==> src/hw/tbg_map.svh <==
// register map, field positions and timing constants of the burst generator
`ifndef TBG_MAP_SVH
`define TBG_MAP_SVH
`define TBG_A_CTRL      8'h00
`define TBG_A_BURST     8'h04
`define TBG_A_STAT      8'h08
`define TBG_CTRL_RST    8'h00
`define TBG_BURST_RST   11'h000
`define TBG_B_FT        10:8
`define TBG_FT_CLR      3'h7
`define TBG_S_PCF       0
`define TBG_S_SDF       1
`define TBG_S_ST        3:2
`define TBG_S_CNT       9:4
`define TBG_M0          2'h0
`define TBG_M1          2'h1
`define TBG_M2          2'h2
`define TBG_M3          2'h3
`define TBG_CLK_NS      5
`define TBG_FT_STEP_NS  1000
`define TBG_FT_STEP_CYC ((`TBG_FT_STEP_NS + `TBG_CLK_NS - 1) / `TBG_CLK_NS)
`define TBG_TMR_W       11
`define TBG_CNT_W       6
`endif

==> src/hw/tbg_pkg.sv <==
// types shared by the burst generator
package tbg_pkg;
  typedef enum logic [1:0] {ST_LISTEN, ST_ARMED, ST_BURST, ST_BLANK} tbg_state_type;
  typedef struct packed {
    logic       stby;
    logic [2:0] ilim;
    logic       inph;
    logic       trig;
    logic [1:0] mode;
  } tbg_ctrl_type;
  typedef struct packed {
    logic [2:0] ft;
    logic [1:0] pad;
    logic [5:0] cnt;
  } tbg_burst_type;
endpackage

==> src/hw/tbg_core.sv <==
// burst generator and drive fault monitor with apb registers
`timescale 1ns/100ps
`include "tbg_map.svh"
module tbg_core
  import tbg_pkg::*;
(
  input  wire logic        clk,
  input  wire logic        rst_n,
  input  wire logic        psel,
  input  wire logic        penable,
  input  wire logic        pwrite,
  input  wire logic [7:0]  paddr,
  input  wire logic [31:0] pwdata,
  output logic      [31:0] prdata,
  output logic             pready,
  output logic             pslverr,
  input  wire logic        first_control_pin,
  input  wire logic        second_control_pin,
  output logic             drive_output_a,
  output logic             drive_output_b,
  output logic      [2:0]  drive_current_limit_level,
  output logic             pulse_count_fault_flag,
  output logic             stuck_drive_fault_flag
);
  tbg_ctrl_type               ctrl_r, ctrl_nxt;
  tbg_burst_type              burst_r, burst_nxt;
  tbg_state_type              state_r, state_nxt;
  logic [31:0]                prdata_r, prdata_nxt;
  logic [1:0]                 io1_s_r, io2_s_r;
  logic                       io1_d_r, io2_d_r;
  logic                       trig_d_r;
  logic [`TBG_CNT_W-1:0]      cnt_r, cnt_nxt;
  logic [`TBG_TMR_W-1:0]      tmr_r, tmr_nxt, tmr_lim;
  logic                       pcf_r, pcf_nxt, sdf_r, sdf_nxt;
  logic                       out_a_r, out_a_nxt, out_b_r, out_b_nxt;
  logic                       io1, io2, io1_fall, io2_fall, trig_rise;
  logic                       wr, setup, hit, wr_ctrl, wr_burst;
  logic                       ft_clr, stby_ent;
  logic                       start, pcf_set, sdf_set, tgl, reached, host_end, stuck;
  logic [1:0]                 md;
  logic [`TBG_CNT_W-1:0]      tgt;

  // two-stage pin synchronisers
  // clean edges
  always_ff @(posedge clk or negedge rst_n) begin
    if (!rst_n) begin
      // pins idle high, so no false edge after reset
      io1_s_r <= '1;
      io2_s_r <= '1;
      io1_d_r <= 1'b1;
      io2_d_r <= 1'b1;
    end else begin
      io1_s_r <= {io1_s_r[0], first_control_pin};
      io2_s_r <= {io2_s_r[0], second_control_pin};
      io1_d_r <= io1_s_r[1];
      io2_d_r <= io2_s_r[1];
    end
  end

  assign io1      = io1_s_r[1];
  assign io2      = io2_s_r[1];
  assign io1_fall = io1_d_r & ~io1;
  assign io2_fall = io2_d_r & ~io2;

  // apb slave, zero wait states
  assign setup    = psel & ~penable;
  assign wr       = psel & penable & pwrite;
  assign hit      = (paddr == `TBG_A_CTRL) || (paddr == `TBG_A_BURST) ||
                    (paddr == `TBG_A_STAT);
  assign wr_ctrl  = wr && (paddr == `TBG_A_CTRL);
  assign wr_burst = wr && (paddr == `TBG_A_BURST);
  assign pready   = 1'b1;
  assign pslverr  = psel & penable & ~hit;
  assign prdata   = prdata_r;
  assign ft_clr   = wr_burst && (pwdata[`TBG_B_FT] == `TBG_FT_CLR);
  assign stby_ent = wr_ctrl && pwdata[$bits(tbg_ctrl_type)-1] && !ctrl_r.stby;

  always_comb begin
    ctrl_nxt   = ctrl_r;
    burst_nxt  = burst_r;
    prdata_nxt = prdata_r;
    if (wr_ctrl) begin
      ctrl_nxt = tbg_ctrl_type'(pwdata[$bits(tbg_ctrl_type)-1:0]);
    end
    if (wr_burst) begin
      burst_nxt     = tbg_burst_type'(pwdata[$bits(tbg_burst_type)-1:0]);
      burst_nxt.pad = '0;
    end
    if (setup) begin
      prdata_nxt = '0;
      if (paddr == `TBG_A_CTRL) begin
        prdata_nxt[$bits(tbg_ctrl_type)-1:0] = ctrl_r;
      end else if (paddr == `TBG_A_BURST) begin
        prdata_nxt[$bits(tbg_burst_type)-1:0] = burst_r;
      end else if (paddr == `TBG_A_STAT) begin
        prdata_nxt[`TBG_S_PCF] = pcf_r;
        prdata_nxt[`TBG_S_SDF] = sdf_r;
        prdata_nxt[`TBG_S_ST]  = state_r;
        prdata_nxt[`TBG_S_CNT] = cnt_r;
      end
    end
  end

  always_ff @(posedge clk or negedge rst_n) begin
    if (!rst_n) begin
      ctrl_r   <= tbg_ctrl_type'(`TBG_CTRL_RST);
      burst_r  <= tbg_burst_type'(`TBG_BURST_RST);
      prdata_r <= '0;
      trig_d_r <= 1'b0;
    end else begin
      ctrl_r   <= ctrl_nxt;
      burst_r  <= burst_nxt;
      prdata_r <= prdata_nxt;
      trig_d_r <= ctrl_r.trig;
    end
  end

  assign md        = ctrl_r.mode;
  assign tgt       = burst_r.cnt;
  assign trig_rise = ctrl_r.trig & ~trig_d_r;
  assign tmr_lim   = `TBG_TMR_W'((32'(burst_r.ft) + 32'd1) * `TBG_FT_STEP_CYC);
  assign tgl       = (md == `TBG_M2) ? ((io1 != io1_d_r) || (io2 != io2_d_r))
                                     : (io2 != io2_d_r);

  // burst sequencer
  always_comb begin
    state_nxt = state_r;
    cnt_nxt   = cnt_r;
    tmr_nxt   = tmr_r;
    start     = 1'b0;
    pcf_set   = 1'b0;
    sdf_set   = 1'b0;
    reached   = 1'b0;
    host_end  = 1'b0;
    stuck     = 1'b0;
    unique case (state_r)
      ST_LISTEN: begin
        cnt_nxt = '0;
        tmr_nxt = '0;
        if (md == `TBG_M0 && trig_rise) state_nxt = ST_ARMED;
        if (md == `TBG_M1 && io1_fall) state_nxt = ST_ARMED;
        if (md == `TBG_M2 && (io1_fall || io2_fall)) state_nxt = ST_ARMED;
        if (md == `TBG_M3 && io2_fall) begin
          start = 1'b1;
          state_nxt = (tgt == '0) ? ST_BLANK : ST_BURST;
        end
      end
      ST_ARMED: begin
        tmr_nxt = '0;
        if ((md == `TBG_M2) ? io1_fall : io2_fall) begin
          start     = 1'b1;
          state_nxt = ST_BURST;
        end
        if ((md == `TBG_M0 && !ctrl_r.trig) || (md == `TBG_M1 && io1) ||
            (md == `TBG_M3)) begin
          start     = 1'b0;
          state_nxt = ST_LISTEN;
        end
      end
      ST_BURST: begin
        tmr_nxt = tgl ? '0 : `TBG_TMR_W'(tmr_r + 1'b1);
        if (io2_fall && md != `TBG_M2) cnt_nxt = `TBG_CNT_W'(cnt_r + 1'b1);
        reached  = (md != `TBG_M2) && (tgt != '0) && (cnt_nxt == tgt);
        host_end = (md == `TBG_M0 && !ctrl_r.trig) || (md == `TBG_M1 && io1) ||
                   (md == `TBG_M2 && io1 && io2);
        stuck    = !tgl && (tmr_nxt >= tmr_lim);
        if (reached || host_end || stuck) begin
          state_nxt = (md == `TBG_M3) ? ST_BLANK : ST_LISTEN;
          tmr_nxt   = '0;
          sdf_set   = stuck && !reached;
          pcf_set   = (md != `TBG_M2) && !reached && (cnt_nxt < tgt);
        end
      end
      ST_BLANK: begin
        tmr_nxt = `TBG_TMR_W'(tmr_r + 1'b1);
        if (tmr_nxt >= tmr_lim) state_nxt = ST_LISTEN;
      end
    endcase
    if (ctrl_r.stby) begin
      state_nxt = ST_LISTEN;
      start     = 1'b0;
      pcf_set   = 1'b0;
      sdf_set   = 1'b0;
    end
  end

  // flags: set wins over clear
  always_comb begin
    pcf_nxt = pcf_set | (pcf_r & ~(start | stby_ent));
    sdf_nxt = sdf_set | (sdf_r & ~(start | stby_ent | ft_clr));
  end

  always_comb begin
    out_a_nxt = 1'b0;
    out_b_nxt = 1'b0;
    if (state_r == ST_BURST) begin
      if (md == `TBG_M2) begin
        out_a_nxt = ~io1;
        out_b_nxt = ~io2;
      end else if (ctrl_r.inph) begin
        out_a_nxt = ~io2;
        out_b_nxt = ~io2;
      end else begin
        out_a_nxt = ~io2;
        out_b_nxt = io2;
      end
    end
  end

  always_ff @(posedge clk or negedge rst_n) begin
    if (!rst_n) begin
      state_r <= ST_LISTEN;
      cnt_r   <= '0;
      tmr_r   <= '0;
      pcf_r   <= 1'b0;
      sdf_r   <= 1'b0;
      out_a_r <= 1'b0;
      out_b_r <= 1'b0;
    end else begin
      state_r <= state_nxt;
      cnt_r   <= cnt_nxt;
      tmr_r   <= tmr_nxt;
      pcf_r   <= pcf_nxt;
      sdf_r   <= sdf_nxt;
      out_a_r <= out_a_nxt;
      out_b_r <= out_b_nxt;
    end
  end

  assign drive_output_a            = out_a_r;
  assign drive_output_b            = out_b_r;
  // same limit in either drive mode
  assign drive_current_limit_level = ctrl_r.ilim;
  assign pulse_count_fault_flag    = pcf_r;
  assign stuck_drive_fault_flag    = sdf_r;
endmodule

==> config.mk <==
export PLATFORM = sky130hd
export DESIGN_NAME = tbg_core
export DESIGN_NICKNAME = d
export VERILOG_FILES = /design/src/hw/tbg_pkg.sv /design/src/hw/tbg_core.sv
export VERILOG_INCLUDE_DIRS = /design/src /design/src/hw
export SDC_FILE = /design/constraint.sdc
export NUM_CORES = 1
export LEC_CHECK = 0
export BUFFER_PORTS_ARGS = -buffer_cell sky130_fd_sc_hd__clkbuf_2
export CAP_MARGIN = 30
export CELL_PAD_IN_SITES_DETAIL_PLACEMENT = 0
export CELL_PAD_IN_SITES_GLOBAL_PLACEMENT = 2
export CORE_MARGIN = 4
export CORE_UTILIZATION = 25
export CTS_CLUSTER_SIZE = 20
export DETAILED_ROUTE_END_ITERATION = 6
export HOLD_SLACK_MARGIN = 0.08
export PLACE_DENSITY_LB_ADDON = 0.12
export SLEW_MARGIN = 20
export SYNTH_ARGS = -nofsm -noshare
export SYNTH_HDL_FRONTEND = slang
export SYNTH_SLANG_ARGS = --single-unit
==> constraint.sdc <==
create_clock -name clk -period 3.24 [get_ports clk]
set_clock_uncertainty 0.2 [all_clocks]
set_input_delay 0 -clock clk [delete_from_list [all_inputs] [get_ports clk]]
set_output_delay 0 -clock clk [all_outputs]
set_load 0.005 [all_outputs]
Yosys cells after proc, flatten, opt, wreduce, memory -nomap -nowiden
Index checks and enable logic that the tools add are counted.

word-level totals
  RAM bits = 0
  output and inout bits = 41
  bits in registers = 58
  input bits = 47
  ROM bits = 0
  word-level logic and storage cells = 146
  memories = 0
  bits in latches = 0

operators by class
  multiplexer cells = 41
  multipliers = 1
  reduce and logical (&&, ||, !) cells = 41
  order comparisons = 3
  divide/modulo/power cells = 0
  add/subtract/negate cells = 3
  bitwise gates (word level) = 20
  eq/ne operators = 17
  shifts and indexed selects = 0

operators by type and width
  operator                 count
  $pmux W11 S3             1
  $ge A11 B11 Y1           2
  $mux W11                 2
  $logic_and A1 B1 Y1      20
  $mux W10                 2
  $mux W2                  10
  $mux W1                  19
  $mux W6                  2
  $pmux W6 S2              1
  $add A11 B1 Y11 const B  1
  $and A1 B1 Y1            9
  $logic_or A1 B1 Y1       9
  $eq A2 B2 Y1 const B     4
  $eq A8 B3 Y1 const B     1
  $eq A8 B4 Y1 const B     1
  $logic_not A8 Y1         1
  $mul A4 B5 Y8 const B    1
  $mux W8                  1
  $pmux W2 S4              1
  $not A1 Y1               7
  $add A6 B1 Y6 const B    1
  $eq A6 B6 Y1             1
  $logic_not A6 Y1         1
  $lt A6 B6 Y1             1
  17 further kinds         27

Logic depth before layout (Yosys ltp)
Gate-level depths: netlist of the first run.

  word-level depth = 14
  gate-level depth with buffers = 15
  mapped depth without buffers = 14

Worst setup path before layout of the first run
OpenSTA, ideal clock, no wires.

  path type = reg2reg
  start point = register io2_d_r
  end point = register state_r[0]
  buffers on the path = 1
  library setup time = 0.094 ns
  cell stages (with the launch flop) = 15
  clock period less this slack = 3.409 ns
  required time = 2.946 ns
  slack = -0.169 ns
  arrival time = 3.116 ns
  path through = dfstp_2 -> ha_1 -> and2_1 -> clkbuf_1 -> nand4_1 -> nor2_1 -> xor2_1 -> ha_1 -> nand4_1 -> nor3_4 -> nand2_1 -> nor3b_2 -> a211o_1 -> a21o_1 -> a221oi_2

on the way
  cells in the longest elaborated chain, start to end = 10
  elaborated cells between the ends (all ways) = 27
  those cells by class = order compare: 1; eq/ne: 5; mux: 9; bitwise: 1; reduce/logical: 11

RTL lines
  element                                                  RTL line         text
  start: declaration                                       tbg_core.sv:30   logic io1_d_r, io2_d_r;
  start signal: assignment                                 tbg_core.sv:56   io2_d_r <= io2_s_r[1];
  branches (longest 10 deep; another with $ge A11 B11 Y1)  n/a
  end signal: assignment                                   tbg_core.sv:220  state_r <= state_nxt;
  end: declaration                                         tbg_core.sv:27   tbg_state_type state_r, state_nxt;

Parallel ways; which one is timed is not known. The select of a mux whose other input is x is not followed.
A chain may end at the register's enable or synchronous reset.

Worst setup path after layout of the first run
  start point = register io1_s_r[1]
  end point = register tmr_r[7]

on the way
  cells in the longest elaborated chain, start to end = 9
  elaborated cells between the ends (all ways) = 16
  those cells by class = order compare: 1; eq/ne: 1; mux: 4; reduce/logical: 10

RTL lines
  element                   RTL line         text
  start: declaration        tbg_core.sv:29   logic [1:0] io1_s_r, io2_s_r;
  start signal: assignment  tbg_core.sv:53   io1_s_r <= {io1_s_r[0], first_control_pin};
  $ne A1 B1 Y1              tbg_core.sv:122  assign tgl = (md == `TBG_M2) ? ((io1 != io1_d_r) || (io2 != io2_d_r))
  $logic_or A1 B1 Y1        tbg_core.sv:122
  $mux W1                   tbg_core.sv:122
  $mux W11                  tbg_core.sv:161  tmr_nxt = tgl ? '0 : `TBG_TMR_W'(tmr_r + 1'b1);
  $ge A11 B11 Y1            tbg_core.sv:166  stuck = !tgl && (tmr_nxt >= tmr_lim);
  $logic_and A1 B1 Y1       tbg_core.sv:166
  $logic_or A1 B1 Y1        tbg_core.sv:167  if (reached || host_end || stuck) begin
  $mux W11 (*)              tbg_core.sv:167
  $pmux W11 S3 (*)          tbg_core.sv:136  unique case (state_r)
  via tmr_nxt[7]            tbg_core.sv:33   logic [`TBG_TMR_W-1:0] tmr_r, tmr_nxt, tmr_lim;
  end signal: assignment    tbg_core.sv:222  tmr_r <= tmr_nxt;
  end: declaration          tbg_core.sv:33

Mark *: on every way through the listed nets, which the timed path passes. The rest lies on a longest branch.

==> impl_results.md, run 1 <==
* Crit Path Class: reg2reg
* Number of clock sinks at 58
* Post-synthesis cell count at 401
* Sw Share at 26.3%
* Hold Path Cell Cnt at 4
* Count leader, synth: dfrtp_1
* DR vias at 3079
* EDFF count, synth at 0
* Hold_sp: penable
* Leakage power at 2.42 nW
* Worst slew pin tran at 750 ps
* Most area-consuming cells after synthesis: dfrtp_1, ha_1, buf_4
* Yosys top cell area share at 34.7%
* Max rail drop VDD at 0.214 mV
* Routed Wire Length at 10.6 mm
* GRT Residual Overflow at 0
* Initial core utilization at 25.7%
* CP delay by family, top: compound AO/OA/AOI/OAI gates
* Slew Limit Fails at 0
* Global-route wire length before repair at 17.1 mm
* Die W at 130 µm
* Setup crit start kind: flip-flop
* FF-to-FF End: tmr_r[7]$_DFF_PN0_
* CTS H-tree lvls at 3
* Num CTS Buffers at 9
* Ant diodes at 0
* # Max-Cap Violations at 0
* Worst Setup End Kind: flip-flop
* Cell area after synthesis at 3750 µm²
* CTS tree: built
* Worst Path Arrival at 3130 ps
* Internal at 1.51 mW
* First drt pass iteration count at 4
* Residual DRC at 0
* Seq/Total Area, Yosys at 38.9%
* Layout Cells excl Fill at 694
* Proportion of layout cells with a drive suffix above 1 at 28.6%
* Yosys warning count at 0
* Drt wl/cell at 15.2 µm
* Critical Path RT at 3310 ps
* Final nets at 579
* DR vias/cell at 4.44
* Compound-Gate Fraction of Synth Area at 15.9%
* Top_reg_cell synth: dfrtp_1
* Antenna violations before repair at 0
* Clock share of power at 47.8%
* Worst Hold Class: in2out
* Overall Power at 2.05 mW
* CP max stage delay at 520 ps
* Post-synth top cells: dfrtp_1, nand2_1, nor2_1
* Clk buf depth at 2
* FF-to-FF path depth at 13
* Ports at 88
* Setup violators final at 0
* P_sw at 539 µW
* Pre-CTS worst setup slack at -136 ps
* R2r startpoint: io1_s_r[1]$_DFF_PN1_
* Slew headroom at 49.3%
* Min Tclk post-route at 3060 ps
* Routability Congestion at 0.751
* Final worst path period share at 94.4%
* Iter 0 DRT Violations at 122
* Placed Cells incl. Taps at 646
* Die area at 17000 µm²
* RSZ-0062 raised after global routing: true
* Status: completed
* Synth cell types at 68
* Vias in the first global route at 3137
* Setup WS post-layout at 182 ps
* Largest area contributor in the netlist: dfrtp_1
* Die height at 130 µm
* Clock latency on the worst-skew pair at 340 ps
* Setup total negative slack at 0 ps
* Final hold violation count at 0
* Core area at 14600 µm²
* Largest net degree at the start of global routing at 25
* Synth Area in Adders at 9.01%
* Mean area per synthesized cell at 9.35 µm²
* Post-synthesis simple-gate area fraction at 18.1%
* Area added between synthesis and finish at 33.8%
* Cell Chain, Critical Path: inv_1 > ha_4 > o21ai_4 > nor2_2 > ha_1 > nand2b_1 > a21oi_1 > a2111oi_4 > o221ai_2 > a21oi_4 > a32oi_4 > buf_12 > nor2_1
* Port Buf Inserts at 44
* WHS Endpoint: pslverr
* Flop2flop setup slack at 180 ps
* Pwr/cell area at 409 nW/µm²
* Root Driver: clkbuf_16
* Sequential fraction of design power at 38.5%
* Multiplexer area fraction after synthesis at 4.60%
* Logic pwr share at 13.7%
* FMAX at 327 MHz
* GRT Total Usage at 13.2%
* Post-Synth XOR/XNOR Area at 4.67%
* Synthesized flop and latch total at 58
* CP Buf/Inv Count at 2
* Slowest CP cell: dfstp_2
* Largest family of logic cells by synthesized area: simple AND/OR/NAND/NOR gates
* Critical path fanouts, max at 10
* # rows at 44
* Clk slew on worst S/H paths at 50 ps
* Detailed Place HPWL at 8.02 mm
* ANT nets after route at 0
* Async SR Flop Fraction at 100%
## power by group through the flow
| stage | registers (mW) | logic [mW] | clock network [mW] |
|---|---|---|---|
| floorplan | 0.775 | 0.194 | 0 |
| global placement | 0.803 | 0.247 | 0 |
| detailed placement | 0.803 | 0.250 | 0 |
| CTS | 0.791 | 0.276 | 1.01 |
| global route | 0.793 | 0.319 | 1.04 |
| finish | 0.790 | 0.281 | 0.983 |
## how the worst max path moves through the flow
| stage | end | slack (ps) | from | cells after the start |
|---|---|---|---|---|
| 2_1_floorplan | state_r[0]$_DFFE_PN0P_ | 6 | io2_s_r[1]$_DFF_PN1_ | 15 |
| 3_3_place_gp | state_r[1]$_DFFE_PN0P_ | -100 | io1_s_r[1]$_DFF_PN1_ | 11 |
| 3_5_place_dp | tmr_r[7]$_DFF_PN0_ | -140 | io1_s_r[1]$_DFF_PN1_ | 11 |
| 4_1_cts | state_r[0]$_DFFE_PN0P_ | 7 | io2_d_r$_DFF_PN1_ | 13 |
| 5_1_grt | tmr_r[9]$_DFF_PN0_ | -40 | io1_s_r[1]$_DFF_PN1_ | 13 |
| 6_report | tmr_r[7]$_DFF_PN0_ | 180 | io1_s_r[1]$_DFF_PN1_ | 13 |
## area by class of cell
class                           instances  area (µm²)
Multi-Input combinational cell        306        2140
Tap cell                              184         230
Clock inverter                          4        50.0
Timing Repair Buffer                  109         801
Fill cell                            1537        9570
Inverter                               21        78.8
Sequential cell                        58        1460
Clock buffer                           12         256
## logic make-up (layout without fill, tap and decap cells)
family                   Yosys count  count (layout)
multiplexers                      16              16
adder cells (fa/ha/maj)           27              27
flip-flops                        58              58
XOR/XNOR                          20              20
other                              2              22
AND/OR/NAND/NOR                  138             138
buffers and inverters             57             146
AO/OA/AOI/OAI                     83              83
## layout by cell type, fill, tap and decap left out, types with 6 or more instances in the layout
master / n
mux2_2: 10
inv_1: 20
clkbuf_2: 44
dfstp_2: 6
buf_4: 36
nand2b_1: 7
nor2_1: 36
mux2i_1: 6
nand2_1: 48
xor2_1: 6
xnor2_1: 11
o21ai_0: 28
conb_1: 22
nand3_1: 9
dlygate4sd3_1: 27
ha_1: 24
dfrtp_1: 52
a21oi_1: 15
clkbuf_16: 9
## metal layers
layer  vias up  share of wire (%)  track usage [%]
li1       1561                  -                -
met3         9                3.5             2.93
met5         -                  0                0
met2        59                 44             19.3
met4         0                1.1             4.90
met1      1450                 51             19.2
## per-stage QoR
step	instance area, µm²	hold WS (ps)	utilization [%]
after floorplan	3840	-496	-
after global placement	4280	-111	29.4
after detailed placement	4300	-279	29.5
after CTS	4900	85.8	33.6
after global routing	5020	107	34.4
final	5020	80.5	34.4
## state kept, by name (all words and copies together), names as in the netlist, 2 cells and up
register / count
io1_s_r: 2
ctrl_r: 3
prdata: 11
burst_r: 3
cnt_r: 6
tgt: 6
md: 2
tmr_r: 11
io2_s_r: 2
drive_current_limit_level: 3
state_r: 2
## worst min-delay path: cells and delay by family
family	cells	cell delay, ps
buffers and inverters	2	190
and+or+nand+nor	2	90
## repair_timing
item	4_1_cts	5_1_grt
endpoints found under the hold margin	87	0
resized for setup	4	10
setup buffers	0	5
hold buffers	27	0
endpoints found under the setup margin	14	15
pin swaps	2	16
Power figures use the tool's default switching activity.
==> inputs of run 2 (changes only) <==
--- a/config.mk
+++ b/config.mk
@@ -10,8 +10,8 @@
 export CAP_MARGIN = 30
 export CELL_PAD_IN_SITES_DETAIL_PLACEMENT = 0
 export CELL_PAD_IN_SITES_GLOBAL_PLACEMENT = 2
-export CORE_MARGIN = 4
-export CORE_UTILIZATION = 25
+export CORE_MARGIN = 5
+export CORE_UTILIZATION = 30
 export CTS_CLUSTER_SIZE = 20
 export DETAILED_ROUTE_END_ITERATION = 6
 export HOLD_SLACK_MARGIN = 0.08
==> run 2 against run 1 <==
  * Routed wire length is 4.5% lower
  * Final cell count fell by 1.6%
  * Combinational power barely moved
  * Highest routed layer unchanged
==> impl_results.md, run 2 (synthesis gave the netlist of run 1 again) <==
* Pwr/cell area at 388 nW/µm²
* Final hold violation count at 0
* Num CTS Buffers at 9
* Initial core utilization at 31.0%
* Max rail drop VDD at 0.302 mV
* Setup crit start kind: flip-flop
* Leakage power at 2.43 nW
* Area added between synthesis and finish at 33.3%
* Number of clock sinks at 58
* CP max stage delay at 530 ps
* Routability Congestion at 0.783
* Drt wl/cell at 14.8 µm
* Residual DRC at 0
* Antenna violations before repair at 0
* Vias in the first global route at 3129
* Clock latency on the worst-skew pair at 340 ps
* Placed inst area at 4260 µm²
* Setup WS post-layout at 143 ps
* Setup violators final at 0
* Die height at 122 µm
* # Max-Cap Violations at 0
* Crit Path Class: reg2reg
* Worst Hold Class: in2out
* CTS H-tree lvls at 3
* Routed Wire Length at 10.1 mm
* Cell Chain, Critical Path: inv_2 > ha_4 > o21ai_4 > nor2_1 > ha_1 > a21o_1 > a2111oi_4 > o221ai_2 > a21oi_4 > buf_6 > o21ai_2 > a32o_1
* DR vias at 3110
* Die area at 14800 µm²
* Slew headroom at 46.6%
* Status: completed
* Critical path fanouts, max at 6
* Root Driver: clkbuf_16
* Overall Power at 1.94 mW
* First drt pass iteration count at 5
* CTS tree: built
* Slew Limit Fails at 0
* Setup total negative slack at 0 ps
* Largest net degree at the start of global routing at 43
* GRT Residual Overflow at 0
* Final nets at 584
* Port Buf Inserts at 44
* ANT nets after route at 0
* Pre-CTS worst setup slack at -171 ps
* Ports at 88
* Detailed Place HPWL at 7.68 mm
* Proportion of layout cells with a drive suffix above 1 at 28.7%
* Die W at 122 µm
* Slowest CP cell: dfstp_2
* Worst slew pin tran at 792 ps
* Min Tclk post-route at 3100 ps
* Core area at 12100 µm²
* RSZ-0062 raised after global routing: true
* Global-route wire length before repair at 16.8 mm
* Worst Path Arrival at 3120 ps
* Most frequent cells in the layout: dfrtp_1, nand2_1, clkbuf_2, nor2_1, buf_4
* Critical Path RT at 3270 ps
* Final worst path period share at 95.6%
* Clk buf depth at 2
* # rows at 40
* Worst Setup End Kind: flip-flop
* Commonest non-fill, non-tap cell in the layout: dfrtp_1
* Cell area after layout at 5000 µm²
* FMAX at 323 MHz
* Clk slew on worst S/H paths at 50 ps
* Ant diodes at 0
* GRT Total Usage at 14.6%
* DR vias/cell at 4.55
* Iter 0 DRT Violations at 149
==> run 2: cell count changes in the layout (fill, tap and decap cells not counted), sizes merged <==
cell         before  now
buf              38   39
bufinv            1    0
clkbuf           56   54
clkinv            1    5
clkinvlp          2    1
dlygate4sd3      27   31
==> run 2: final timing paths <==
path / from / to / slack, ps / cells after the start
hold reg to reg: io2_s_r[0]$_DFF_PN1_ / io2_s_r[1]$_DFF_PN1_ / 160 / 0
hold / removal: penable / pslverr / 80 / 4
setup / recovery: io1_s_r[1]$_DFF_PN1_ / pulse_count_fault_flag$_DFF_PN0_ / 140 / 12
min in group asynchronous: rst_n / io2_s_r[0]$_DFF_PN1_ / 520 / 3
max in group asynchronous: rst_n / drive_current_limit_level[0]$_DFFE_PN0P_ / 1290 / 4
setup reg to reg: io1_s_r[1]$_DFF_PN1_ / pulse_count_fault_flag$_DFF_PN0_ / 140 / 12
==> run 2: area by class of cell <==
type	instances	area [µm²]
Fill cell	1238	7110
Multi-Input combinational cell	306	2140
Sequential cell	58	1460
Timing Repair Buffer	114	840
Clock buffer	10	239
Tap cell	168	210
Inverter	21	78.8
Clock inverter	6	32.5
==> run 2: where the power goes <==
part           internal (mW)  switching [mW]
registers              0.750          0.0398
logic                  0.130           0.153
clock network          0.529           0.338
total                   1.41           0.531
==> run 2: what timing repair did <==
action | 4_1_cts | 5_1_grt
hold buffers | 31 | 0
buffers inserted | 0 | 7
pin swaps | 3 | 19
endpoints found under the setup margin | 14 | 16
gates resized for setup | 3 | 14
hold endpoints to repair | 85 | 0
==> run 2: metrics by stage <==
step                utilization (%)  hold slack, ps  instances
floorplan                         -            -496        421
global route                   41.3             112        683
detailed placement             35.2            -240        629
finish                         41.3            82.3        683
global placement               35.2            -243        629
CTS                            40.1            84.6        676
==> run 2: critical path, delay by kind of cell (launching register included) <==
family	cells	cell delay [ps]
AO/OA/AOI/OAI	7	1490
flip-flops	1	530
adder cells (fa/ha/maj)	2	510
buffers and inverters	2	190
AND/OR/NAND/NOR	1	70
==> run 2: metal layers <==
layer	global-route usage, %	up-vias	wire length, µm
li1	-	1572	-
met1	20.0	1473	4860
met2	22.1	54	4690
met3	3.71	11	395
met4	5.60	0	155
met5	0	-	0
==> inputs of run 3 (changes only) <==
--- a/config.mk
+++ b/config.mk
@@ -9,9 +9,9 @@
 export BUFFER_PORTS_ARGS = -buffer_cell sky130_fd_sc_hd__clkbuf_2
 export CAP_MARGIN = 30
 export CELL_PAD_IN_SITES_DETAIL_PLACEMENT = 0
-export CELL_PAD_IN_SITES_GLOBAL_PLACEMENT = 2
+export CELL_PAD_IN_SITES_GLOBAL_PLACEMENT = 1
 export CORE_MARGIN = 5
-export CORE_UTILIZATION = 30
+export CORE_UTILIZATION = 37
 export CTS_CLUSTER_SIZE = 20
 export DETAILED_ROUTE_END_ITERATION = 6
 export HOLD_SLACK_MARGIN = 0.08
==> constraint.sdc (replaced) <==
create_clock -name clk -period 3.24 [get_ports clk]
set_clock_uncertainty 0.2 [all_clocks]
set_input_delay 0.648 -clock clk [delete_from_list [all_inputs] [get_ports clk]]
set_output_delay 0.648 -clock clk [all_outputs]
set_load 0.005 [all_outputs]
==> run 3 against run 2 <==
  * Via count shrank 1.5%
  * Core utilization up 6.7 points
  * Clock power is 3.6% lower
  * Sequential cell count did not move
  * Sequential power down 1%
  * Total power decreased by 2.9%
  * Final area decreased by 5.7%
  * Register-to-register slack worse by 50 ps
==> impl_results.md, run 3 (synthesis gave the netlist of run 1 again) <==
* Pwr/cell area at 400 nW/µm²
* Hold_sp: io1_s_r[0]$_DFF_PN1_
* ANT nets after route at 0
* Setup WS post-layout at 90.2 ps
* Routability Congestion at 0.804
* Commonest non-fill, non-tap cell in the layout: dfrtp_1
* FF-to-FF End: tmr_r[3]$_DFF_PN0_
* Worst Setup End Kind: flip-flop
* Root Driver: clkbuf_8
* Most frequent cells in the layout: dfrtp_1, nand2_1, buf_4, clkbuf_2, nor2_1
* Reg area at 1460 µm²
* First drt pass iteration count at 4
* GRT Total Usage at 15.7%
* Residual DRC at 0
* Initial core utilization at 38.2%
* Max rail drop VDD at 0.295 mV
* Critical path fanouts, max at 5
* Slew headroom at 50.5%
* # Max-Cap Violations at 0
* DR vias at 3064
* Min Tclk post-route at 3150 ps
* Ant diodes at 0
* Die W at 111 µm
* Die height at 111 µm
* Vias in the first global route at 3105
* Area of the multi-input gates at 2170 µm²
* CTS Hold Buffers Added at 0
* DR vias/cell at 4.89
* WHS Endpoint: io1_s_r[1]$_DFF_PN1_
* CTS tree: built
* Hold Path Cell Cnt at 0
* Clk slew on worst S/H paths at 70 ps
* Iter 0 DRT Violations at 106
* Overall Power at 1.88 mW
* Routed Wire Length at 9.44 mm
* Fillers at 998
* Port Buf Inserts at 44
* Global-route wire length before repair at 15.8 mm
* Ports at 88
* FMAX at 317 MHz
* R2r startpoint: io2_d_r$_DFF_PN1_
* Worst slew pin tran at 733 ps
* Worst Hold Class: reg2reg
* Num CTS Buffers at 9
* Clk buf depth at 2
* CTS H-tree lvls at 3
* Final hold violation count at 0
* RSZ-0062 raised after global routing: true
* Proportion of layout cells with a drive suffix above 1 at 32.3%
* Detailed Place HPWL at 6.92 mm
* Slew Limit Fails at 0
* GRT Residual Overflow at 0
* Layout Cells excl Fill at 626
* Drt wl/cell at 15.1 µm
* Core area at 9820 µm²
* Critical Path RT at 3240 ps
* Pre-CTS worst setup slack at -119 ps
* Setup crit start kind: flip-flop
* Clock latency on the worst-skew pair at 340 ps
* Leakage power at 2.32 nW
* Number of clock sinks at 58
* FF-to-FF path depth at 13
* Crit Path Class: reg2reg
* Cell area after layout at 4710 µm²
* Setup violators final at 0
* WHS at 156 ps
* Placed inst area at 4240 µm²
* Area added between synthesis and finish at 25.6%
* Placed Cells incl. Taps at 597
* # rows at 36
* Final nets at 562
* Worst Path Arrival at 3150 ps
* Status: completed
* Antenna violations before repair at 0
* Die area at 12200 µm²
* Final worst path period share at 97.2%
* Flop2flop setup slack at 90 ps
* Largest net degree at the start of global routing at 59
[run 3: worst max-delay path by stage]
stage / end / from / cells past startpoint
2_1_floorplan: state_r[0]$_DFFE_PN0P_ / io2_s_r[1]$_DFF_PN1_ / 15
3_3_place_gp: state_r[1]$_DFFE_PN0P_ / io1_s_r[1]$_DFF_PN1_ / 12
3_5_place_dp: state_r[1]$_DFFE_PN0P_ / io1_s_r[1]$_DFF_PN1_ / 12
4_1_cts: pulse_count_fault_flag$_DFF_PN0_ / io1_s_r[1]$_DFF_PN1_ / 13
5_1_grt: tmr_r[3]$_DFF_PN0_ / io2_d_r$_DFF_PN1_ / 13
6_report: tmr_r[3]$_DFF_PN0_ / io2_d_r$_DFF_PN1_ / 13
[run 3: what timing repair did]
action / in CTS / in global routing
buffers inserted: 7 / 5
setup endpoints to repair: 14 / 15
cloned: 1 / 0
pin swaps: 6 / 20
resized for setup: 7 / 14
[run 3: power by group]
part / internal [mW] / switching, mW / total [mW] / leakage (nW)
logic: 0.109 / 0.157 / 0.267 / 1.44
clock network: 0.534 / 0.301 / 0.836 / 0.121
registers: 0.748 / 0.0337 / 0.782 / 0.756
[run 3: layout make-up]
type / instances / area share (%)
Clock buffer: 12 / 3.08
Clock inverter: 4 / 2.10
Inverter: 21 / 1.67
Multi-Input combinational cell: 307 / 46.1
Sequential cell: 58 / 31.0
Tap cell: 133 / 3.53
Timing Repair Buffer: 91 / 12.5
[run 3: critical path: stages (launching register included)]
cell,delay (ps)
dfstp_2,540
ha_4,120
and2_4,150
nand4_1,180
nor2_2,220
xor2_2,110
ha_1,300
nand4_1,130
nor3_4,150
nand2_1,80
nor3b_2,170
buf_4,190
a32oi_4,390
nor2_1,80
[run 3: through the flow]
stage               util (%)  TNS, ps
floorplan                  -        0
global placement        43.2    -2180
detailed placement      43.2    -1280
CTS                     46.8        0
global route            48.0     -602
finish                  48.0        0
[run 3: routing by layer]
| metal | GRT usage, % | share of wire [%] | vias to the layer above |
|---|---|---|---|
| li1 | - | - | 1525 |
| met5 | 0 | 0 | - |
| met3 | 3.98 | 4.4 | 4 |
| met4 | 3.20 | 0.52 | 0 |
| met1 | 21.6 | 48 | 1477 |
| met2 | 25.0 | 47 | 58 |
